[src/rtl/tci_params.svh]
`ifndef TCI_PARAMS_SVH
`define TCI_PARAMS_SVH
// Command codes, upper byte of an opcode
`define TCI_OP_RD_RES   8'h26
`define TCI_OP_WR_DEAD  8'h28
`define TCI_OP_RD_DEAD  8'h29
`define TCI_OP_HT_ON    8'h30
`define TCI_OP_HT_OFF   8'h31
`define TCI_OP_RD_HT    8'h32
`define TCI_OP_WR_LIM   8'h33
`define TCI_OP_RD_LIM   8'h34
`define TCI_OP_MARK_ON  8'h35
`define TCI_OP_MARK_OFF 8'h36
`define TCI_OP_BYP_ON   8'h37
`define TCI_OP_BYP_OFF  8'h38
`define TCI_OP_WR_ERRT  8'h39
`define TCI_OP_RD_ERRT  8'h3a
`define TCI_OP_WR_BUF   8'h3b
`define TCI_OP_RD_BUF   8'h3c
`define TCI_OP_CH_ON    8'h40
`define TCI_OP_CH_OFF   8'h41
`define TCI_OP_ALL_ON   8'h42
`define TCI_OP_ALL_OFF  8'h43
`define TCI_OP_WR_MASK  8'h44
`define TCI_OP_RD_MASK  8'h45
`define TCI_OP_WR_CHIP  8'h46
`define TCI_OP_RD_CHIP  8'h47
// Reset values
`define TCI_RST_DEAD    2'h0
`define TCI_RST_LIM     4'h9
`define TCI_RST_BUF     3'h7
`define TCI_RST_HT      1'h0
`define TCI_RST_MARK    1'h1
`define TCI_RST_BYP     1'h0
`define TCI_RST_ERRT    11'h7ff
`define TCI_RST_MASK    16'hffff
// Fields and constants
`define TCI_LIM_NONE    4'h9
`define TCI_ERR_FLAG    16'h1000
`define TCI_CHIP_BASE   4'h2
`define TCI_CHAN_N      8'h20
`define TCI_CHAN_NARROW 8'h10
`endif

[src/rtl/tci_pkg.sv]
package tci_pkg;
  typedef enum logic [2:0] {
    TCI_IDLE    = 3'b000,
    TCI_FETCH   = 3'b001,
    TCI_LOAD    = 3'b010,
    TCI_WAIT_RD = 3'b011,
    TCI_WAIT_WR = 3'b100
  } tci_state_t;
  typedef enum logic [2:0] {
    TCI_MOP_NONE   = 3'b000,
    TCI_MOP_WRITE  = 3'b001,
    TCI_MOP_SETBIT = 3'b010,
    TCI_MOP_CLRBIT = 3'b011,
    TCI_MOP_SETALL = 3'b100,
    TCI_MOP_CLRALL = 3'b101
  } tci_mop_t;
  typedef struct packed {
    tci_state_t  state;
    logic [7:0]  cmd;
    logic [7:0]  idx;
    logic [1:0]  left;
    logic        wsel;
    logic [15:0] rdata;
    logic        hdr_trl;
    logic        err_mark;
    logic        bypass;
    logic [10:0] err_type;
    logic [1:0]  dead;
    logic [3:0]  hit_lim;
    logic [2:0]  buf_depth;
  } tci_main_t;
endpackage
[src/rtl/tci_mem_if.sv]
`timescale 1ns/1ps
interface tci_mem_if;
  import tci_pkg::*;
  tci_mop_t          op;
  logic [3:0]        addr;
  logic [15:0]       wdata;
  logic [4:0]        bitn;
  logic [15:0]       rdata;
  logic [15:0][15:0] words;
  modport ctrl (output op, addr, wdata, bitn, input rdata, words);
  modport mem  (input op, addr, wdata, bitn, output rdata, words);
endinterface

[src/rtl/tci_hit_limit.sv]
`timescale 1ns/1ps
`include "tci_params.svh"
module tci_hit_limit (
  input  wire logic        clk_i,
  input  wire logic        rst_i,
  input  wire logic [3:0]  hit_limit_i,
  input  wire logic        hdr_trl_en_i,
  input  wire logic        hit_i,
  input  wire logic        event_end_i,
  output logic             limit_hit_o,
  output logic             err_word_valid_o,
  output logic [15:0]      err_word_o,
  output logic             trailer_valid_o
);
  typedef struct packed {
    logic [8:0]  hits;
    logic        over;
    logic        err_v;
    logic [15:0] err_word;
    logic        trl_v;
    logic        pend_trl;
  } tci_lim_t;
  tci_lim_t lim_reg;
  tci_lim_t lim_next;
  logic     limited;
  logic     over_now;
  logic [8:0] lim_val;

  // Code 0 allows none, 1..8 allow 2^(code-1); 9 and meaningless codes do not limit
  assign limited  = (hit_limit_i < `TCI_LIM_NONE);
  assign lim_val  = (hit_limit_i == 4'h0) ? 9'h000 : 9'(9'h001 << (hit_limit_i - 4'h1));
  assign over_now = lim_reg.over | (hit_i & limited & (lim_reg.hits >= lim_val));

  // Error word goes out first, the trailer follows it when enabled
  always_comb begin
    lim_next          = lim_reg;
    lim_next.err_v    = 1'b0;
    lim_next.err_word = 16'h0000;
    lim_next.trl_v    = lim_reg.pend_trl;
    lim_next.pend_trl = 1'b0;
    if (hit_i && lim_reg.hits != 9'h1ff) lim_next.hits = lim_reg.hits + 9'h001;
    lim_next.over = over_now;
    if (event_end_i) begin
      lim_next.hits     = 9'h000;
      lim_next.over     = 1'b0;
      lim_next.err_v    = over_now;                            // [RULE8]
      lim_next.err_word = over_now ? `TCI_ERR_FLAG : 16'h0000; // [RULE8]
      lim_next.pend_trl = over_now & hdr_trl_en_i;             // [RULE8]
      lim_next.trl_v    = ~over_now & hdr_trl_en_i;
    end
  end

  always_ff @(posedge clk_i or posedge rst_i) begin
    if (rst_i) begin
      lim_reg <= '0;
    end else begin
      lim_reg <= lim_next;
    end
  end

  assign limit_hit_o      = lim_reg.over;
  assign err_word_valid_o = lim_reg.err_v;
  assign err_word_o       = lim_reg.err_word;
  assign trailer_valid_o  = lim_reg.trl_v;

  property p_err_then_trl;
    @(posedge clk_i) disable iff (rst_i)
    (event_end_i && over_now && hdr_trl_en_i) |=> err_word_valid_o && !trailer_valid_o ##1 trailer_valid_o;
  endproperty
  a_err_then_trl: assert property (p_err_then_trl) else $error("Error word not before trailer"); // [RULE8]
endmodule

[src/rtl/tci_mask_mem.sv]
`timescale 1ns/1ps
`include "tci_params.svh"
module tci_mask_mem
  import tci_pkg::*;
(
  input  wire logic clk_i,
  input  wire logic rst_i,
  tci_mem_if.mem    mif
);
  typedef struct packed {
    logic [15:0][15:0] words;
    logic [15:0]       rdata;
  } tci_mem_t;
  tci_mem_t          mem_reg;
  tci_mem_t          mem_next;
  logic [15:0][15:0] word_next;

  // Per-word update; bit ops act only on the board mask in words 0 and 1
  for (genvar i = 0; i < 16; i++) begin : g_word
    always_comb begin
      word_next[i] = mem_reg.words[i];
      unique case (mif.op)
        TCI_MOP_WRITE:  if (mif.addr == 4'(i)) word_next[i] = mif.wdata;
        TCI_MOP_SETBIT: if (i == 32'(mif.bitn[4])) word_next[i][mif.bitn[3:0]] = 1'b1;
        TCI_MOP_CLRBIT: if (i == 32'(mif.bitn[4])) word_next[i][mif.bitn[3:0]] = 1'b0;
        TCI_MOP_SETALL: if (i < 2) word_next[i] = 16'hffff;
        TCI_MOP_CLRALL: if (i < 2) word_next[i] = 16'h0000;
        TCI_MOP_NONE:   ;
        default:        ;
      endcase
    end
  end

  // Read port is registered: data for an address shows one cycle later
  always_comb begin
    mem_next       = mem_reg;
    mem_next.words = word_next;
    mem_next.rdata = mem_reg.words[mif.addr];
  end

  always_ff @(posedge clk_i or posedge rst_i) begin
    if (rst_i) begin
      mem_reg <= {{16{`TCI_RST_MASK}}, 16'h0000};
    end else begin
      mem_reg <= mem_next;
    end
  end

  assign mif.rdata = mem_reg.rdata;
  assign mif.words = mem_reg.words;

  property p_setall;
    @(posedge clk_i) disable iff (rst_i)
    (mif.op == TCI_MOP_SETALL) |=> (mif.words[0] == 16'hffff) && (mif.words[1] == 16'hffff);
  endproperty
  a_setall: assert property (p_setall) else $error("Set-all did not fill board mask"); // [RULE18]
endmodule

[src/rtl/tci_opcode_interp.sv]
// How it works
// (RULE1) Parameter opcodes wait for all their words
// (RULE2) 26xx edge mode returns two-bit resolution
// (RULE3) 26xx pair mode returns lead and width
// (RULE4) 28xx sets dead time, 29xx reads it
// (RULE5) 30xx/31xx switch header and trailer insertion
// (RULE6) 32xx returns header/trailer enable in bit 0
// (RULE7) 33xx sets the per-event hit limit
// (RULE8) Overflow appends error word before trailer
// (RULE9) 34xx returns the hit limit code
// (RULE10) 35xx/36xx switch error marking on/off
// (RULE11) 37xx/38xx switch bypass on global error
// (RULE12) 39xx sets eleven error-type enables
// (RULE13) 3Axx returns the error-type enables
// (RULE14) 3Bxx sets first-level buffer depth code
// (RULE15) 3Cxx returns the buffer depth code
// (RULE16) Channel opcodes work during acquisition too
// (RULE17) 40nn/41nn enable/disable one channel
// (RULE18) 42xx/43xx enable/disable all channels
// (RULE19) 44xx writes board mask, one or two words
// (RULE20) 45xx reads board mask, same mapping
// (RULE21) 460n writes chip n's 32-channel mask
// (RULE22) 470n reads chip n's mask, two words
// (RULE23) Host uses this one port for parameters
// (RULE24) Upper byte is command, lower byte index
`timescale 1ns/1ps
`include "tci_params.svh"
module tci_opcode_interp
  import tci_pkg::*;
(
  input  wire logic        clk_i,
  input  wire logic        rst_i,
  input  wire logic        wr_i,
  input  wire logic        rd_i,
  input  wire logic [15:0] wdata_i,
  output logic [15:0]      rdata_o,
  output logic             busy_o,
  output logic             param_wait_o,
  input  wire logic        narrow_i,
  input  wire logic        pair_mode_i,
  input  wire logic [1:0]  res_edge_i,
  input  wire logic [2:0]  res_lead_i,
  input  wire logic [3:0]  res_width_i,
  output logic             hdr_trl_en_o,
  output logic             err_mark_en_o,
  output logic             err_bypass_en_o,
  output logic [10:0]      err_type_en_o,
  output logic [1:0]       dead_time_o,
  output logic [3:0]       hit_limit_o,
  output logic [2:0]       buf_depth_o,
  output logic [31:0]      chan_enable_o,
  output logic [127:0]     chip_enable_o,
  input  wire logic        hit_i,
  input  wire logic        event_end_i,
  output logic             limit_hit_o,
  output logic             err_word_valid_o,
  output logic [15:0]      err_word_o,
  output logic             trailer_valid_o
);
  tci_main_t  r_reg;
  tci_main_t  r_next;
  tci_mem_if  mif ();
  logic [7:0] op_cmd;
  logic [7:0] op_idx;
  logic [3:0] base;
  logic       is_mask;
  logic [7:0] chan_lim;

  // Upper byte selects the command, lower byte is the index
  assign op_cmd   = wdata_i[15:8]; // [RULE24]
  assign op_idx   = wdata_i[7:0];  // [RULE24]
  assign chan_lim = narrow_i ? `TCI_CHAN_NARROW : `TCI_CHAN_N;

  // Mask words live at 0..1 for the board and two per chip above that
  assign is_mask = (r_reg.cmd == `TCI_OP_RD_CHIP) || (r_reg.cmd == `TCI_OP_WR_CHIP);
  assign base    = is_mask ? 4'(`TCI_CHIP_BASE + {r_reg.idx[1:0], 1'b0}) : 4'h0;

  tci_mask_mem u_mem (
    .clk_i (clk_i),
    .rst_i (rst_i),
    .mif   (mif.mem)
  );

  tci_hit_limit u_lim (
    .clk_i            (clk_i),
    .rst_i            (rst_i),
    .hit_limit_i      (r_reg.hit_lim),
    .hdr_trl_en_i     (r_reg.hdr_trl),
    .hit_i            (hit_i),
    .event_end_i      (event_end_i),
    .limit_hit_o      (limit_hit_o),
    .err_word_valid_o (err_word_valid_o),
    .err_word_o       (err_word_o),
    .trailer_valid_o  (trailer_valid_o)
  );

  // Command sequencer; no acquisition gating, so channel ops apply at once
  always_comb begin
    r_next    = r_reg;
    mif.op    = TCI_MOP_NONE;
    mif.addr  = 4'(base + {3'h0, r_reg.wsel});
    mif.wdata = wdata_i;
    mif.bitn  = op_idx[4:0];
    unique case (r_reg.state)
      TCI_IDLE: begin
        if (wr_i) begin
          r_next.cmd  = op_cmd;
          r_next.idx  = op_idx;
          r_next.wsel = 1'b0;
          r_next.left = 2'h1;
          case (op_cmd)
            `TCI_OP_RD_RES: begin
              r_next.state = TCI_WAIT_RD;
              if (pair_mode_i) begin
                r_next.rdata = {4'h0, res_width_i, 5'h00, res_lead_i}; // [RULE3]
              end else begin
                r_next.rdata = {14'h0000, res_edge_i};                 // [RULE2]
              end
            end
            `TCI_OP_RD_DEAD: begin
              r_next.state = TCI_WAIT_RD;
              r_next.rdata = {14'h0000, r_reg.dead};     // [RULE4]
            end
            `TCI_OP_RD_HT: begin
              r_next.state = TCI_WAIT_RD;
              r_next.rdata = {15'h0000, r_reg.hdr_trl};  // [RULE6]
            end
            `TCI_OP_RD_LIM: begin
              r_next.state = TCI_WAIT_RD;
              r_next.rdata = {12'h000, r_reg.hit_lim};   // [RULE9]
            end
            `TCI_OP_RD_ERRT: begin
              r_next.state = TCI_WAIT_RD;
              r_next.rdata = {5'h00, r_reg.err_type};    // [RULE13]
            end
            `TCI_OP_RD_BUF: begin
              r_next.state = TCI_WAIT_RD;
              r_next.rdata = {13'h0000, r_reg.buf_depth}; // [RULE15]
            end
            `TCI_OP_WR_DEAD, `TCI_OP_WR_LIM, `TCI_OP_WR_ERRT, `TCI_OP_WR_BUF: begin
              r_next.state = TCI_WAIT_WR; // [RULE1]
            end
            `TCI_OP_HT_ON:    r_next.hdr_trl  = 1'b1; // [RULE5]
            `TCI_OP_HT_OFF:   r_next.hdr_trl  = 1'b0; // [RULE5]
            `TCI_OP_MARK_ON:  r_next.err_mark = 1'b1; // [RULE10]
            `TCI_OP_MARK_OFF: r_next.err_mark = 1'b0; // [RULE10]
            `TCI_OP_BYP_ON:   r_next.bypass   = 1'b1; // [RULE11]
            `TCI_OP_BYP_OFF:  r_next.bypass   = 1'b0; // [RULE11]
            `TCI_OP_CH_ON: begin
              if (op_idx < chan_lim) mif.op = TCI_MOP_SETBIT; // [RULE17] [RULE16]
            end
            `TCI_OP_CH_OFF: begin
              if (op_idx < chan_lim) mif.op = TCI_MOP_CLRBIT; // [RULE17] [RULE16]
            end
            `TCI_OP_ALL_ON:  mif.op = TCI_MOP_SETALL; // [RULE18]
            `TCI_OP_ALL_OFF: mif.op = TCI_MOP_CLRALL; // [RULE18]
            `TCI_OP_WR_MASK: begin
              r_next.state = TCI_WAIT_WR;
              r_next.left  = narrow_i ? 2'h1 : 2'h2; // [RULE19]
            end
            `TCI_OP_WR_CHIP: begin
              r_next.state = TCI_WAIT_WR;
              r_next.left  = 2'h2; // [RULE21]
            end
            `TCI_OP_RD_MASK: begin
              r_next.state = TCI_FETCH;
              r_next.left  = narrow_i ? 2'h1 : 2'h2; // [RULE20]
            end
            `TCI_OP_RD_CHIP: begin
              r_next.state = TCI_FETCH;
              r_next.left  = 2'h2; // [RULE22]
            end
            default: ; // Unknown commands are dropped without a wait
          endcase
        end
      end
      TCI_WAIT_WR: begin
        // Every word here is a parameter, never a new opcode
        if (wr_i) begin
          case (r_reg.cmd)
            `TCI_OP_WR_DEAD: r_next.dead      = wdata_i[1:0];  // [RULE4]
            `TCI_OP_WR_LIM:  r_next.hit_lim   = wdata_i[3:0];  // [RULE7]
            `TCI_OP_WR_ERRT: r_next.err_type  = wdata_i[10:0]; // [RULE12]
            `TCI_OP_WR_BUF:  r_next.buf_depth = wdata_i[2:0];  // [RULE14]
            `TCI_OP_WR_MASK, `TCI_OP_WR_CHIP: mif.op = TCI_MOP_WRITE; // [RULE19] [RULE21]
            default: ;
          endcase
          r_next.left = r_reg.left - 2'h1; // [RULE1]
          r_next.wsel = 1'b1;
          if (r_reg.left == 2'h1) r_next.state = TCI_IDLE;
        end
      end
      TCI_FETCH: begin
        // Memory read data arrives a cycle after the address
        r_next.state = TCI_LOAD;
      end
      TCI_LOAD: begin
        r_next.rdata = mif.rdata; // [RULE20] [RULE22]
        r_next.state = TCI_WAIT_RD;
      end
      TCI_WAIT_RD: begin
        if (rd_i) begin
          r_next.left = r_reg.left - 2'h1; // [RULE1]
          r_next.wsel = 1'b1;
          if (r_reg.left == 2'h1) begin
            r_next.state = TCI_IDLE;
          end else begin
            r_next.state = TCI_FETCH;
          end
        end
      end
      default: r_next.state = TCI_IDLE;
    endcase
  end

  always_ff @(posedge clk_i or posedge rst_i) begin
    if (rst_i) begin
      r_reg           <= '0;
      r_reg.state     <= TCI_IDLE;
      r_reg.hdr_trl   <= `TCI_RST_HT;
      r_reg.err_mark  <= `TCI_RST_MARK;
      r_reg.bypass    <= `TCI_RST_BYP;
      r_reg.err_type  <= `TCI_RST_ERRT;
      r_reg.dead      <= `TCI_RST_DEAD;
      r_reg.hit_lim   <= `TCI_RST_LIM;
      r_reg.buf_depth <= `TCI_RST_BUF;
    end else begin
      r_reg <= r_next;
    end
  end

  // Outputs straight from state; the 16-channel variant hides the upper half
  assign rdata_o         = r_reg.rdata;
  assign busy_o          = (r_reg.state == TCI_FETCH) || (r_reg.state == TCI_LOAD);
  assign param_wait_o    = (r_reg.state != TCI_IDLE);
  assign hdr_trl_en_o    = r_reg.hdr_trl;
  assign err_mark_en_o   = r_reg.err_mark;
  assign err_bypass_en_o = r_reg.bypass;
  assign err_type_en_o   = r_reg.err_type;
  assign dead_time_o     = r_reg.dead;
  assign hit_limit_o     = r_reg.hit_lim;
  assign buf_depth_o     = r_reg.buf_depth;
  assign chan_enable_o   = narrow_i ? {16'h0000, mif.words[0]} : {mif.words[1], mif.words[0]};
  assign chip_enable_o   = mif.words[9:2];

  // Helper: an opcode is taken only in the idle state
  logic idle_op;
  assign idle_op = wr_i && (r_reg.state == TCI_IDLE);

  property p_wait_wr_hold;
    @(posedge clk_i) disable iff (rst_i)
    (r_reg.state == TCI_WAIT_WR && !wr_i) |=> (r_reg.state == TCI_WAIT_WR) && $stable(r_reg.left);
  endproperty
  a_wait_wr_hold: assert property (p_wait_wr_hold) else $error("Left write wait early"); // [RULE1]

  property p_wait_rd_hold;
    @(posedge clk_i) disable iff (rst_i)
    (r_reg.state == TCI_WAIT_RD && !rd_i) |=> (r_reg.state == TCI_WAIT_RD) && $stable(rdata_o);
  endproperty
  a_wait_rd_hold: assert property (p_wait_rd_hold) else $error("Left read wait early"); // [RULE1]

  property p_res_edge;
    @(posedge clk_i) disable iff (rst_i)
    (idle_op && op_cmd == `TCI_OP_RD_RES && !pair_mode_i) |=> (rdata_o == {14'h0000, $past(res_edge_i)});
  endproperty
  a_res_edge: assert property (p_res_edge) else $error("Edge resolution word wrong"); // [RULE2]

  property p_res_pair;
    @(posedge clk_i) disable iff (rst_i)
    (idle_op && op_cmd == `TCI_OP_RD_RES && pair_mode_i) |=>
      (rdata_o[2:0] == $past(res_lead_i)) && (rdata_o[11:8] == $past(res_width_i));
  endproperty
  a_res_pair: assert property (p_res_pair) else $error("Pair resolution word wrong"); // [RULE3]

  property p_dead_set;
    @(posedge clk_i) disable iff (rst_i)
    (r_reg.state == TCI_WAIT_WR && r_reg.cmd == `TCI_OP_WR_DEAD && wr_i) |=>
      (dead_time_o == $past(wdata_i[1:0])) && !param_wait_o;
  endproperty
  a_dead_set: assert property (p_dead_set) else $error("Dead time not taken"); // [RULE4]

  property p_ht_read;
    @(posedge clk_i) disable iff (rst_i)
    (idle_op && op_cmd == `TCI_OP_HT_ON) ##1 !wr_i ##1 (idle_op && op_cmd == `TCI_OP_RD_HT) |=>
      (rdata_o == 16'h0001);
  endproperty
  a_ht_read: assert property (p_ht_read) else $error("Header/trailer status wrong"); // [RULE6]

  property p_lim_set;
    @(posedge clk_i) disable iff (rst_i)
    (r_reg.state == TCI_WAIT_WR && r_reg.cmd == `TCI_OP_WR_LIM && wr_i) |=> (hit_limit_o == $past(wdata_i[3:0]));
  endproperty
  a_lim_set: assert property (p_lim_set) else $error("Hit limit not taken"); // [RULE7]

  property p_buf_set;
    @(posedge clk_i) disable iff (rst_i)
    (r_reg.state == TCI_WAIT_WR && r_reg.cmd == `TCI_OP_WR_BUF && wr_i) |=> (buf_depth_o == $past(wdata_i[2:0]));
  endproperty
  a_buf_set: assert property (p_buf_set) else $error("Buffer depth not taken"); // [RULE14]

  property p_chan_on;
    @(posedge clk_i) disable iff (rst_i)
    (idle_op && op_cmd == `TCI_OP_CH_ON && op_idx < chan_lim) |=> chan_enable_o[$past(wdata_i[4:0])];
  endproperty
  a_chan_on: assert property (p_chan_on) else $error("Channel not enabled"); // [RULE17]

  property p_all_off;
    @(posedge clk_i) disable iff (rst_i)
    (idle_op && op_cmd == `TCI_OP_ALL_OFF) |=> (chan_enable_o == 32'h00000000);
  endproperty
  a_all_off: assert property (p_all_off) else $error("Channels not all disabled"); // [RULE18]

  property p_mask_rd;
    @(posedge clk_i) disable iff (rst_i)
    (idle_op && op_cmd == `TCI_OP_RD_MASK) |=> busy_o [*2] ##1 (!busy_o && rdata_o == chan_enable_o[15:0]);
  endproperty
  a_mask_rd: assert property (p_mask_rd) else $error("Mask word 0 read wrong"); // [RULE20]

  property p_chip_words;
    @(posedge clk_i) disable iff (rst_i)
    // The first chip mask word must never end the wait
    (r_reg.state == TCI_WAIT_WR && r_reg.cmd == `TCI_OP_WR_CHIP && r_reg.left == 2'h2 && wr_i) |=>
      param_wait_o;
  endproperty
  a_chip_words: assert property (p_chip_words) else $error("Chip mask wait too short"); // [RULE21]
endmodule

[config.mk]
export PLATFORM = sky130hd
export DESIGN_NAME = tci_opcode_interp
export DESIGN_NICKNAME = d
export VERILOG_FILES = /design/src/rtl/tci_pkg.sv /design/src/rtl/tci_mem_if.sv /design/src/rtl/tci_hit_limit.sv /design/src/rtl/tci_mask_mem.sv /design/src/rtl/tci_opcode_interp.sv
export VERILOG_INCLUDE_DIRS = /design/src /design/src/rtl
export SDC_FILE = /design/constraint.sdc
export NUM_CORES = 1
export LEC_CHECK = 0
export BUFFER_PORTS_ARGS = -buffer_cell sky130_fd_sc_hd__buf_4
export CAP_MARGIN = 20
export CORE_MARGIN = 2
export CORE_UTILIZATION = 45
export DETAILED_ROUTE_END_ITERATION = 10
export HOLD_SLACK_MARGIN = 0.06
export PLACE_DENSITY = 0.75
export SLEW_MARGIN = 0
export SYNTH_ARGS = -nofsm -noshare
export SYNTH_HDL_FRONTEND = slang
export SYNTH_HIERARCHICAL = 1
export SYNTH_SLANG_ARGS = --single-unit
[constraint.sdc]
create_clock -name clk_i -period 10.3 [get_ports clk_i]
set_clock_uncertainty 0.2 [all_clocks]
set_input_delay 1.03 -clock clk_i [delete_from_list [all_inputs] [get_ports clk_i]]
set_output_delay 1.03 -clock clk_i [all_outputs]
set_load 0.01 [all_outputs]
Word level (Yosys, flattened, before mapping)
Cells that the tools add are included.

word-level totals
  input bits = 33
  flip-flop bits (word level) = 362
  output and inout port bits = 220

operators by class
  reduce and logical (&&, ||, !) cells = 48
  order comparisons = 6
  bitwise gates (word level) = 11
  shift-type cells = 1
  $add $sub $neg = 5
  equal/unequal tests = 69
  multiplexer cells = 44

operators with widths
  operator              number
  $eq A8 B6 Y1 const B  20
  $pmux W16 S5          2
  $mux W16              7
  $pmux W16 S6          1
  $eq A8 B7 Y1 const B  11
  $bmux W16 S4          1
  $mux W41              1
  $and A16 B16 Y16      2
  $eq A4 B4 Y1 const B  8
  $mux W32              1
  $or A16 B16 Y16       2
  $pmux W16 S2          1
  $reduce_and A2 Y1     15
  $mux W29              1
  $reduce_and A3 Y1     8
  $mux W3               6
  $mux W9               2
  $pmux W3 S3           2
  $eq A4 B3 Y1 const B  4
  $ne A2 B2 Y1 const B  8
  $not A16 Y16          1
  $pmux W3 S5           1
  $mux W13              1
  $eq A3 B2 Y1 const B  4
  44 further kinds      74

Longest topological paths before layout
  depth after elaboration = 9
  gate-level depth with buffers = 11
  depth with buffers taken out = 9

Hierarchy
The synthesis kept the hierarchy.

modules (own cells, without submodules)
  module             instances  area an instance (um^2)  sequential area each (um^2)  cells an instance
  tci_mask_mem       1          12859.8                  7126.8                       837
  tci_opcode_interp  1          3404.5                   1397.6                       353
  tci_hit_limit      1          1022.2                   325.3                        112

Worst setup path before layout
Ideal clock, no wire load.

  kind = input port to flip-flop
  start point = input wdata_i[12]
  end point = register u_mem.mem_reg, in the netlist u_mem/mif.words[32]
  required time = 10.015 ns
  stages on the path = 10
  arrival = 3.459 ns
  path slack = 6.556 ns
  path buffers = 2
  cells stage by stage = buf_2 -> nor4b_2 -> and3_1 -> o2111ai_1 -> o21ai_0 -> nand2b_4 -> or4b_4 -> nor3_4 -> buf_6 -> mux2_1

between the ends
  cells in the longest elaborated chain, start to end = 6
  elaborated cells between the ends (all ways) = 9
  classes of those cells = eq/ne (5); mux (3); reduce/logical (1)

RTL lines
  element                          RTL line                  RTL
  from (decl)                      tci_opcode_interp.sv:35   input wire logic [15:0] wdata_i,
  $eq A8 B7 Y1                     tci_opcode_interp.sv:111  case (op_cmd)
  $pmux W3 S4 (*)                  tci_opcode_interp.sv:111
  $mux W3 (*)                      tci_opcode_interp.sv:106  if (wr_i) begin
  $pmux W3 S2 (*)                  tci_opcode_interp.sv:104  unique case (r_reg.state)
  net mif.op[0]                    tci_mem_if.sv:4           tci_mop_t op;
  $eq A3 B1 Y1 (*)                 tci_mask_mem.sv:22        unique case (mif.op)
  $reduce_and A2 Y1 (no line) (*)  --
  to (signal assigned)             tci_mask_mem.sv:43        mem_reg <= {{16{`TCI_RST_MASK}}, 16'h0000};
  to (signal assigned)             tci_mask_mem.sv:45        mem_reg <= mem_next;
  to (decl)                        tci_mask_mem.sv:14        tci_mem_t mem_reg;

The timed path passes the listed nets; every way through them passes the cells marked *.
A chain may end at the register's enable or synchronous reset.

Final worst setup path
  start point = input wr_i
  end point = register u_mem.mem_reg, in the netlist u_mem/mif.words[43]

between the ends
  cells in the longest elaborated chain, start to end = 4
  elaborated cells between the ends (all ways) = 5
  classes of those cells = eq/ne (1); mux (3); reduce/logical (1)

RTL lines
  element                             RTL line                                            RTL
  from (decl)                         tci_opcode_interp.sv:33                             input wire logic wr_i,
  $mux W1 or $mux W3 (tied branches)  tci_opcode_interp.sv:179, tci_opcode_interp.sv:106
  $pmux W3 S2 (*)                     tci_opcode_interp.sv:104
  net mif.op[0]                       tci_mem_if.sv:4
  $eq A3 B1 Y1 (*)                    tci_mask_mem.sv:22
  $reduce_and A2 Y1 (no line) (*)     --

Marked as above.

==> results.yml <==
detailed_routing:
  drc: 0
  ant_nets: 0
  wl_per_cell_um: 24.2
  first_pass_iters: 5
  drtIter0Drc: 714
  drt-total-wl_um: 48300
  viasPerCell: 5.86
  vias: 11700
finish:
  final_util: 0.538
  largest_register_ffs: 256
  fin_nets: 1509
  n_fill_cell: 3135
  area_growth_pct: 17.4
  multiInputGateArea_sq_mm: 0.00759
  seq_area_sq_mm: 0.00885
  layout-drive-gt1-share: 0.620
  final_cell_mix: "dfstp_2 (273), buf_4 (252), mux2_2 (238)"
  design_area_sq_mm: 0.0203
  final_common_cell: "dfstp_2"
  num_antenna_cells: 0
critical_path:
  startpoint_type: "input port"
  cp_max_fo: 17
  crit_type: "in2reg"
  critPathCaptureType: "flip-flop"
  crit_required_ps: 10550
  arrival_ps: 4650
clocking:
  clock-sinks: 340
  clk_latency_ps: 540
  cts_hold_buf: 0
  cts.path.max_buffers: 3
  post_cts_buffers: 0
  htreeDepth: 2
  clk_pin_slew_ps: 60
  cts_resized: 0
  root_buffer: "clkbuf_16"
  cts_tree: "done"
  cts_buffers: 37
die:
  ioPinCount: 253
  start_util: 0.458
  fp.dieH_um: 200
  row_count: 71
  core-area_sq_mm: 0.0378
  dieArea_sq_mm: 0.0400
  die_x_um: 200
grt:
  antenna_found_initial: 0
  grt_max_degree: 120
  grt_pass1_vias: 11900
  grt.total_usage: 0.241
  grt_pass1_wl_um: 72700
  grt_overflow_total: 0
synthesis:
  synth_flop_cell: "dfstp_2"
  synth_edf_count: 0
  yosysWarnings: 6
  async_reset_ff_frac: 1.00
  postSynthAreaPerCell_sq_um: 13.3
  syn_inst: 1302
  yosysSeqAreaShare: 0.512
  synth_area_sq_mm: 0.0173
  ys_ff_latch: 340
  synth_cell_type_count: 81
placed_design:
  place_congestion: 0.926
  portBuffers: 237
  dpl.hpwl_um: 33000
  place_area_sq_mm: 0.0190
job:
  cap_violations: 0
power:
  swShare: 0.269
  p_switching_uw: 878
  p_per_area_mw_per_mm2: 161
  p_seq_frac: 0.461
  p_leak_uw: 0.00892
  combPwrFrac: 0.134
  vdd_drop_max_v: 0.000112
  power_frac_clock: 0.405
  cell_internal_pwr_uw: 2390
min_path:
  hold_path.class: "reg2reg"
sta:
  timing.final.max_slew_violations: 0
  finalSetupViolCount: 0
  fin_crit_sh: 0.428
  hold_viol: 0
  hold_ws_ps: 262
  maxSlewHeadroom: 0.286
  grt_setup_unrepaired: "false"
  worst_slew_pin_slew_ps: 1070
  fin_setup_tns_ps: 0
  fin_crit_ps: 4400
  clock.fmax_mhz: 227
run_status:
  outcome: "finished clean"
[power by group through the flow]
stage / registers, uW / clock network [uW] / logic [uW]
after floorplan: 1470 / 0 / 361
after global placement: 1530 / 0 / 431
after detailed placement: 1530 / 0 / 440
after CTS: 1510 / 1350 / 441
after global routing: 1520 / 1410 / 481
final: 1510 / 1320 / 438
[per-layer routing]
layer	wire, um	vias to the layer above	track usage
li1	-	5090	-
met1	20000	6083	0.323
met2	23300	457	0.390
met3	3560	79	0.0526
met4	1440	0	0.0776
met5	0	-	0
[kinds of logic (layout without fill, tap and decap cells)]
| logic type | after synthesis | count (layout) | share of synthesized area |
|---|---|---|---|
| simple gates | 257 | 257 | 0.0854 |
| other cells | 1 | 15 | 0.000217 |
| xor+xnor | 10 | 10 | 0.00507 |
| flops | 340 | 340 | 0.512 |
| mux | 318 | 318 | 0.249 |
| fa+ha+maj | 14 | 14 | 0.0101 |
| compound gates | 200 | 200 | 0.0856 |
| buf+inv | 162 | 334 | 0.0527 |
[metrics by stage]
stage / power, uW / setup slack [ps] / std cells
after floorplan: 1830 / 2000 / 1316
after global routing: 3410 / 5720 / 1999
final: 3270 / 5900 / 1999
after CTS: 3300 / 5800 / 1995
after detailed placement: 1970 / 5240 / 1930
after global placement: 1960 / 5420 / 1929
[layout make-up]
cell class | count | area share
Sequential cell | 340 | 0.436
Multi-Input combinational cell | 814 | 0.374
Timing Repair Buffer | 255 | 0.0958
Clock buffer | 59 | 0.0566
Tap cell | 511 | 0.0315
Clock inverter | 6 | 0.00320
Inverter | 14 | 0.00296
[worst max-delay path, cell delays in order]
cell and delay (ps):
buf_4 120, nor4b_4 760, and3_1 330, o2111ai_1 120, o21ai_0 420, nand2b_4 110
or4b_4 560, nor3_4 760, mux2_2 420
[cells in the mapped netlist, drive strengths merged, types with 17 or more instances]
library cell  instances  share of area
clkbuf               52          0.011
a22oi                51          0.022
nand2                93          0.021
dfstp               273           0.41
nor2b                41          0.015
buf                  95          0.038
a2bb2oi              31          0.016
nand3                18         0.0055
nor2                 31         0.0072
o21ai                17         0.0049
mux2                250           0.16
mux4                 64          0.083
a21oi                41          0.012
dfrtp                67          0.097
[worst paths after layout]
check                                         startpoint                                to  slack [ps]  cells past startpoint
setup / recovery                                    wr_i   u_mem/mif.words[43]$_DFFE_PP1P_        5900                      9
hold / removal             u_mem/mif.rdata[14]$_DFF_PP0_           rdata_o[14]$_DFFE_PP0P_         260                      2
setup reg to reg                   r_reg[60]$_DFFE_PP0P_   u_mem/mif.words[43]$_DFFE_PP1P_        5900                      8
min in group asynchronous                          rst_i        u_lim/lim_reg[0]$_DFF_PP0_         380                      2
max in group asynchronous                          rst_i  u_mem/mif.words[121]$_DFFE_PP1P_        7500                      5
hold reg to reg            u_mem/mif.rdata[14]$_DFF_PP0_           rdata_o[14]$_DFFE_PP0P_         260                      2
Note: power is estimated with default switching activity, not from simulation.
